`src/rtl/fsg_pkg.sv`:
```
// Package for the flash section access guard: layout, lock encodings and timing.
`default_nettype none
package fsg_pkg;
    // Word address width of the program flash.
    localparam int unsigned ADDR_W = 13;
    // First word of the stalling area; the concurrent-read area lies below it.
    localparam logic [12:0] STALL_BASE = 13'h1c00;
    // Boot area start for each setting of the boot size fuses (00 largest).
    localparam logic [12:0] BOOT_BASE_0 = 13'h1c00;
    localparam logic [12:0] BOOT_BASE_1 = 13'h1e00;
    localparam logic [12:0] BOOT_BASE_2 = 13'h1f00;
    localparam logic [12:0] BOOT_BASE_3 = 13'h1f80;
    // Lock bit sets after chip erase: all unprogrammed.
    localparam logic [1:0] LOCK_ERASED = 2'h3;
    // Bit positions inside a lock set (0 means programmed).
    localparam int unsigned WRITE_GUARD_POS = 0;
    localparam int unsigned READ_GUARD_POS = 1;
    // Erase or write duration in cycles at 100 MHz.
    localparam int unsigned PROG_TIME_NS = 4000;
    localparam int unsigned CLK_PERIOD_NS = 10;
    localparam int unsigned PROG_CYCLES = (PROG_TIME_NS + CLK_PERIOD_NS - 1) / CLK_PERIOD_NS;
    localparam logic [9:0] PROG_CNT_INIT = 10'(PROG_CYCLES);
    // Value returned by a refused read.
    localparam logic [7:0] REFUSED_DATA = 8'hff;

    // Operation kind issued with a store access.
    typedef enum logic [1:0] {OP_BUFFER, OP_ERASE, OP_WRITE, OP_LOCKSET} fsg_op_t;

    // Store request from the core.
    typedef struct packed {
        logic valid;
        fsg_op_t op;
        logic [12:0] addr;
        logic [12:0] pc;
        logic [3:0] lock_data;
    } fsg_store_t;

    // Load request from the core.
    typedef struct packed {
        logic valid;
        logic [12:0] addr;
        logic [12:0] pc;
    } fsg_load_t;

    // Programming engine state.
    typedef enum logic [0:0] {ST_IDLE, ST_PROG} fsg_state_t;

    // All state of the guard.
    typedef struct packed {
        fsg_state_t state;
        logic [9:0] cnt;
        logic stall_op;
        logic [1:0] app_lock;
        logic [1:0] boot_lock;
        logic busy_flag;
        logic core_halt;
        logic prog_start;
        logic prog_erase;
        logic [12:0] prog_addr;
        logic [7:0] load_data;
        logic load_done;
        logic irq_block;
        logic fetch_block;
        logic store_refused;
    } fsg_state_s_t;
endpackage
`default_nettype wire

```
`src/rtl/fsg_guard.sv`:
```
// Flash section access guard: area decode, lock checks, stall and busy flag.
// Notes on behaviour
// - Flash splits into application and boot areas by size fuses; each has lock set.
// - Store instruction from application area never starts programming.
// - Store from boot area may program anywhere, boot area too, subject to locks.
// - Programming a concurrent-read page keeps core running; stalling area stays readable.
// - Programming a stalling-area page halts the core throughout; no reads.
// - Busy flag reads one while concurrent area is blocked by programming.
// - Boot area always lies wholly inside the stalling area.
// - Two independent lock sets: application and boot.
// - Lock bits only get programmed by software or programming mode; chip erase clears.
// - General write lock does not restrict store-instruction programming.
// - General read/write lock does not restrict loads or stores.
// - Both application lock bits unprogrammed: no restriction on application area.
// - Application write guard programmed: stores into application area blocked.
// - Application read guard programmed: boot-area loads of application area refused.
// - Application read guard with boot vectors: interrupts off while in application.
// - Boot write guard programmed: stores into boot area blocked.
// - Boot read guard programmed: application loads of boot area refused.
// - Boot read guard with application vectors: interrupts off while in boot area.
`default_nettype none
module fsg_guard (
    // Clock and reset.
    input wire logic clk_i,
    input wire logic resetn_i,
    // Configuration from fuses and vector placement, static after reset.
    input wire logic [1:0] boot_area_size_fuses_i,
    input wire logic vectors_in_boot_i,
    input wire logic [2:0] general_lock_mode_i,
    // Lock set loading from the programming modes and chip erase.
    input wire logic prog_mode_lock_we_i,
    input wire logic [3:0] prog_mode_lock_data_i,
    input wire logic chip_erase_i,
    // Core accesses.
    input wire fsg_pkg::fsg_store_t store_i,
    input wire fsg_pkg::fsg_load_t load_i,
    input wire logic [7:0] flash_rdata_i,
    input wire logic [12:0] exec_pc_i,
    input wire logic busy_clear_i,
    // Flash array controls.
    output logic prog_start_o,
    output logic prog_erase_o,
    output logic [12:0] prog_addr_o,
    // Core controls and status.
    output logic core_halt_o,
    output logic concurrent_area_busy_flag_o,
    output logic load_done_o,
    output logic [7:0] load_data_o,
    output logic irq_block_o,
    output logic fetch_block_o,
    output logic store_refused_o,
    output logic [1:0] application_lock_set_o,
    output logic [1:0] boot_lock_set_o
);
    fsg_pkg::fsg_state_s_t s_q, s_d;

    // Start of the boot area for the current fuse setting.
    function automatic logic [12:0] boot_base(input logic [1:0] sz);
        unique case (sz)
            2'h0: boot_base = fsg_pkg::BOOT_BASE_0;
            2'h1: boot_base = fsg_pkg::BOOT_BASE_1;
            2'h2: boot_base = fsg_pkg::BOOT_BASE_2;
            2'h3: boot_base = fsg_pkg::BOOT_BASE_3;
        endcase
    endfunction

    // Address lies in the boot area; every base is at or above the stalling base.
    function automatic logic in_boot(input logic [12:0] a, input logic [1:0] sz);
        in_boot = (a >= boot_base(sz));
    endfunction

    logic st_from_boot, st_to_boot, st_locked, st_ok, st_prog;
    logic ld_from_boot, ld_to_boot, ld_refused, pc_in_boot;

    // Access decisions; the general lock mode is intentionally not consulted.
    always_comb begin
        st_from_boot = in_boot(store_i.pc, boot_area_size_fuses_i);
        st_to_boot = in_boot(store_i.addr, boot_area_size_fuses_i);
        // Locked means the target area's write guard is programmed.
        st_locked = st_to_boot ? !s_q.boot_lock[fsg_pkg::WRITE_GUARD_POS]
                               : !s_q.app_lock[fsg_pkg::WRITE_GUARD_POS];
        st_prog = (store_i.op == fsg_pkg::OP_ERASE) || (store_i.op == fsg_pkg::OP_WRITE);
        // Stores only act from the boot area; leave general lock out.
        st_ok = store_i.valid && st_from_boot && (s_q.state == fsg_pkg::ST_IDLE);
        ld_from_boot = in_boot(load_i.pc, boot_area_size_fuses_i);
        ld_to_boot = in_boot(load_i.addr, boot_area_size_fuses_i);
        ld_refused = (ld_from_boot && !ld_to_boot && !s_q.app_lock[fsg_pkg::READ_GUARD_POS])
                  || (!ld_from_boot && ld_to_boot && !s_q.boot_lock[fsg_pkg::READ_GUARD_POS]);
        pc_in_boot = in_boot(exec_pc_i, boot_area_size_fuses_i);
    end

    // Next-state logic for the whole guard.
    always_comb begin
        s_d = s_q;
        s_d.prog_start = 1'b0;
        s_d.load_done = 1'b0;
        s_d.store_refused = 1'b0;
        unique case (s_q.state)
            fsg_pkg::ST_IDLE: begin
                if (st_ok && st_prog && !st_locked) begin
                    s_d.state = fsg_pkg::ST_PROG;
                    s_d.cnt = fsg_pkg::PROG_CNT_INIT;
                    s_d.prog_start = 1'b1;
                    s_d.prog_erase = (store_i.op == fsg_pkg::OP_ERASE);
                    s_d.prog_addr = store_i.addr;
                    s_d.stall_op = (store_i.addr >= fsg_pkg::STALL_BASE);
                    s_d.core_halt = (store_i.addr >= fsg_pkg::STALL_BASE);
                    if (store_i.addr < fsg_pkg::STALL_BASE) begin
                        s_d.busy_flag = 1'b1;
                    end
                end else if (store_i.valid && st_prog && st_from_boot) begin
                    // Stores from the application area stay silent; only boot code sees refusals.
                    s_d.store_refused = 1'b1;
                end
                if (st_ok && store_i.op == fsg_pkg::OP_BUFFER) begin
                    s_d.busy_flag = 1'b0;
                end
            end
            fsg_pkg::ST_PROG: begin
                // A second erase or write while the engine is busy is dropped.
                if (store_i.valid && st_prog && st_from_boot) begin
                    s_d.store_refused = 1'b1;
                end
                if (s_q.cnt == 10'h001) begin
                    s_d.state = fsg_pkg::ST_IDLE;
                end
                // Halt holds for a stalling-area page until the last counted cycle.
                s_d.core_halt = s_q.stall_op && (s_q.cnt != 10'h001);
                s_d.cnt = s_q.cnt - 10'h001;
            end
        endcase
        // Busy clears only by software after completion.
        if (busy_clear_i && s_q.state == fsg_pkg::ST_IDLE && !s_d.prog_start) begin
            s_d.busy_flag = 1'b0;
        end
        // Lock sets only move toward programmed, except for chip erase.
        if (chip_erase_i) begin
            s_d.app_lock = fsg_pkg::LOCK_ERASED;
            s_d.boot_lock = fsg_pkg::LOCK_ERASED;
        end else if (prog_mode_lock_we_i) begin
            s_d.app_lock = s_q.app_lock & prog_mode_lock_data_i[1:0];
            s_d.boot_lock = s_q.boot_lock & prog_mode_lock_data_i[3:2];
        end else if (st_ok && store_i.op == fsg_pkg::OP_LOCKSET) begin
            s_d.app_lock = s_q.app_lock & store_i.lock_data[1:0];
            s_d.boot_lock = s_q.boot_lock & store_i.lock_data[3:2];
        end
        // Loads get no load_done while the core is halted.
        s_d.load_done = load_i.valid && !s_q.core_halt;
        s_d.load_data = ld_refused ? fsg_pkg::REFUSED_DATA : flash_rdata_i;
        // Interrupts masked when vectors sit in the other area and the executing area is read-guarded.
        s_d.irq_block = (!pc_in_boot && vectors_in_boot_i
                         && !s_q.app_lock[fsg_pkg::READ_GUARD_POS])
                     || (pc_in_boot && !vectors_in_boot_i
                         && !s_q.boot_lock[fsg_pkg::READ_GUARD_POS]);
        // Concurrent area blocked for fetch while busy; software must still avoid it.
        s_d.fetch_block = s_d.busy_flag;
    end

    // State register.
    always_ff @(posedge clk_i or negedge resetn_i) begin
        if (!resetn_i) begin
            s_q <= '{state: fsg_pkg::ST_IDLE, app_lock: fsg_pkg::LOCK_ERASED,
                     boot_lock: fsg_pkg::LOCK_ERASED, default: '0};
        end else begin
            s_q <= s_d;
        end
    end

    // Outputs straight from flip-flops.
    always_comb begin
        prog_start_o = s_q.prog_start;
        prog_erase_o = s_q.prog_erase;
        prog_addr_o = s_q.prog_addr;
        core_halt_o = s_q.core_halt;
        concurrent_area_busy_flag_o = s_q.busy_flag;
        load_done_o = s_q.load_done;
        load_data_o = s_q.load_data;
        irq_block_o = s_q.irq_block;
        fetch_block_o = s_q.fetch_block;
        store_refused_o = s_q.store_refused;
        application_lock_set_o = s_q.app_lock;
        boot_lock_set_o = s_q.boot_lock;
    end
endmodule
`default_nettype wire

```
`config.mk`:
```
export PLATFORM = sky130hd
export DESIGN_NAME = fsg_guard
export DESIGN_NICKNAME = d
export VERILOG_FILES = /design/src/rtl/fsg_pkg.sv /design/src/rtl/fsg_guard.sv
export SDC_FILE = /design/constraint.sdc
export NUM_CORES = 1
export LEC_CHECK = 0
export BUFFER_PORTS_ARGS = -buffer_cell sky130_fd_sc_hd__buf_2
export CAP_MARGIN = 0
export CORE_ASPECT_RATIO = 0.7
export CORE_UTILIZATION = 42
export DETAILED_ROUTE_END_ITERATION = 12
export PLACE_DENSITY = 0.76
export SETUP_SLACK_MARGIN = 0.1
export SKIP_LAST_GASP = 1
export SYNTH_ARGS = -nofsm -noshare
export SYNTH_HDL_FRONTEND = slang
export SYNTH_SLANG_ARGS = --single-unit
```
`constraint.sdc`:
```
create_clock -name clk_i -period 2.07 [get_ports clk_i]
set_clock_uncertainty 0.1 [all_clocks]
set_input_delay 0.3105 -clock clk_i [delete_from_list [all_inputs] [get_ports clk_i]]
set_output_delay 0.3105 -clock clk_i [all_outputs]
set_load 0.02 [all_outputs]
```
==> results.toml <==
[sta]
fmax_mhz = 438
setup_viol = 24
drv_slew = 0
holdWs_ps = 98.2
hold_viol = 0
worst_slew_pin_slew_ps = 549
fin_crit_sh = 1.10
layout_setup_ws_ps = -212
tns_ps = -3370
rsz0062_at_grt = "yes"
slew-limit-headroom = 0.634
period_minus_slack_ps = 2280

[min_path]
hold_start = "flash_rdata_i[7]"
hold_path_class = "input pin to register"

[setup_path]
crit_required_ps = 2150
path_common_cell = "a211oi_4"
cp-startpoint = "boot_area_size_fuses_i[1]"
path_max_fanout = 4
worstPathCellList = "buf_8, nor2_4, ha_4, and3b_1, a211oi_4, o221ai_2, a211oi_4, buf_6, clkbuf_16, mux2_4"
slowest_delay_ps = 320
critPathArrivalTime_ps = 2370
cp-start-kind = "input pin"
crit_path_end_kind = "register"
crit_family = "compound AO/OA/AOI/OAI gates"
crit_type = "input pin to register"
crit_slowest_cell = "a211oi_4"
regToRegStartpoint = "boot_lock_set_o[0]"
path_buf_inv = 3

[power]
power.leakage_uw = 0.00193
ir_worst_vdd_mv = 0.348
clkPwrFrac = 0.243
p_sw_uw = 899
comb_power_share = 0.326
p_int_uw = 1840
pwr-share-seq = 0.432
p_per_area_nw_per_um2 = 711
switching_share = 0.328

[logic_synthesis]
synth.distinct_cells = 51
syn_inst = 244
synth_flop_cell = "dfrtp_1"
syn_nets = 360
synthArstFlopShare = 1.00
synth_edf_count = 0
syn_area_per_cell_um2 = 10.6
synth-warning-count = 0
yosysSeqAreaShare = 0.429
syn_area_um2 = 2580
ys_ff_latch = 44

[floorplan]
row_count = 23
die_h_um = 67.6
dieArea_um2 = 6470
ios = 129
core_um2 = 5810
start_util = 0.444
die-width_um = 95.7

[clocking]
cts-root-buf = "clkbuf_8"
cts.clk_slew.worst_paths_ps = 80
max-clock-path-buffers = 2
numCtsBuffers = 5
clk_latency_ps = 300
h-tree-depth = 2
cts_tree = "yes"
cts_sinks = 44

[placement]
gp_congestion = 0.833
portBuffers = 125
dp_hpwl_um = 5120

[routing]
via_per_inst = 5.04
drc_errors = 0
drt_iter0_drc = 67
antenna_left = 0
vias = 2289
drt_wl_total_um = 6960
first_pass_iters = 4
routedWlPerCell_um = 15.3

[run_status]
violations = "negative setup slack"
status = "complete, but fails checks"

[grt]
grt_pass1_vias = 2215
grt_pass1_wl_um = 10500
antenna_found_initial = 0
grt_max_degree = 45
track_usage = 0.219
gr-total-overflow = 0

[flow_run]
drv_cap = 0

[cells_and_area]
nets = 494
final_cell_mix = "buf_2 (123), dfrtp_1 (40), buf_4 (21)"
layout-drive-gt1-share = 0.567
area_growth_pct = 49.1
antenna_cells = 0
final_common_cell = "buf_2"
## layout make-up
type / count / area, µm²
fill: 444 / 1970
multi-input combinational: 151 / 1500
sequential: 44 / 1110
timing repair buffer: 156 / 953
tap: 75 / 93.8
inverter: 20 / 75.1
clock buffer: 5 / 68.8
clock inverter: 3 / 46.3
## path summary, 6_finish.rpt
kind,slack [ps],to,cells past startpoint
setup / recovery,-210,prog_addr_o[8],10
hold / removal,100,load_data_o[7],2
setup reg to reg,20,prog_addr_o[8],6
hold reg to reg,380,load_done_o,1
max in group asynchronous,960,application_lock_set_o[1],3
min in group asynchronous,510,prog_addr_o[10],3
## per-layer routing
| layer | track usage | wire length [µm] | vias to the layer above |
|---|---|---|---|
| met5 | 0 | 0 | - |
| met4 | 0.0560 | 75 | 0 |
| met3 | 0.0541 | 424 | 8 |
| met2 | 0.368 | 3300 | 85 |
| met1 | 0.284 | 3160 | 1078 |
| li1 | - | - | 1118 |
## flip-flops by register name, indices dropped and copies added, names as in the netlist
signal                  cells
boot_lock_set_o             2
fetch_block_o               1
load_done_o                 1
application_lock_set_o      2
prog_addr_o                13
s_q                        12
store_refused_o             1
load_data_o                 8
prog_erase_o                1
core_halt_o                 1
irq_block_o                 1
prog_start_o                1
## per-stage QoR
stage                     setup slack, ps  area, µm²  total power, µW  utilization  std cells
after floorplan                      -304       2670             1720            -        244
after global placement               -403       3320             1920        0.571        433
after detailed placement             -501       3320             1960        0.571        433
after CTS                            -140       3680             2690        0.632        452
after global routing                 -262       3850             2930        0.662        454
final                                -212       3850             2740        0.662        454
## power groups by stage
| stage | registers [µW] | logic (µW) | clock network [µW] |
|---|---|---|---|
| 3_5_place_dp | 1190 | 773 | 0 |
| 2_1_floorplan | 1180 | 542 | 0 |
| 6_report | 1180 | 892 | 664 |
| 5_1_grt | 1210 | 987 | 731 |
| 4_1_cts | 1180 | 832 | 681 |
| 3_3_place_gp | 1180 | 740 | 0 |
## cells in the mapped netlist (all sizes together), types with 5 or more instances
cell type / count / area (µm²)
nand3: 8 / 40.0
a21oi: 5 / 25.0
buf: 28 / 211
inv: 20 / 75.1
nor2: 7 / 26.3
o21ai: 8 / 40.0
dfrtp: 40 / 1000
mux2: 15 / 169
nand2: 9 / 33.8
ha: 20 / 250
nand2b: 16 / 100
o221ai: 5 / 43.8
nor4: 6 / 37.5
## timing repair
| item | 4_1_cts | 5_1_grt |
|---|---|---|
| resized for setup | 32 | 27 |
| cloned | 1 | 1 |
| endpoints found under the hold margin | 15 | 0 |
| buffers inserted | 10 | 1 |
| pin swaps | 11 | 10 |
| endpoints found under the setup margin | 33 | 42 |
| hold buffers | 1 | 0 |
## cells by family (layout without fill, tap and decap cells)
kind of cell    count (synthesis)  after routing  synth area share
compound gates                 35             35             0.103
xor+xnor                        2              2           0.00679
fa+ha+maj                      20             20            0.0969
buf+inv                        49            184             0.112
flops                          44             44             0.429
mux                            17             17            0.0732
simple gates                   77             77             0.179
Note: power is estimated with default switching activity, not from simulation.
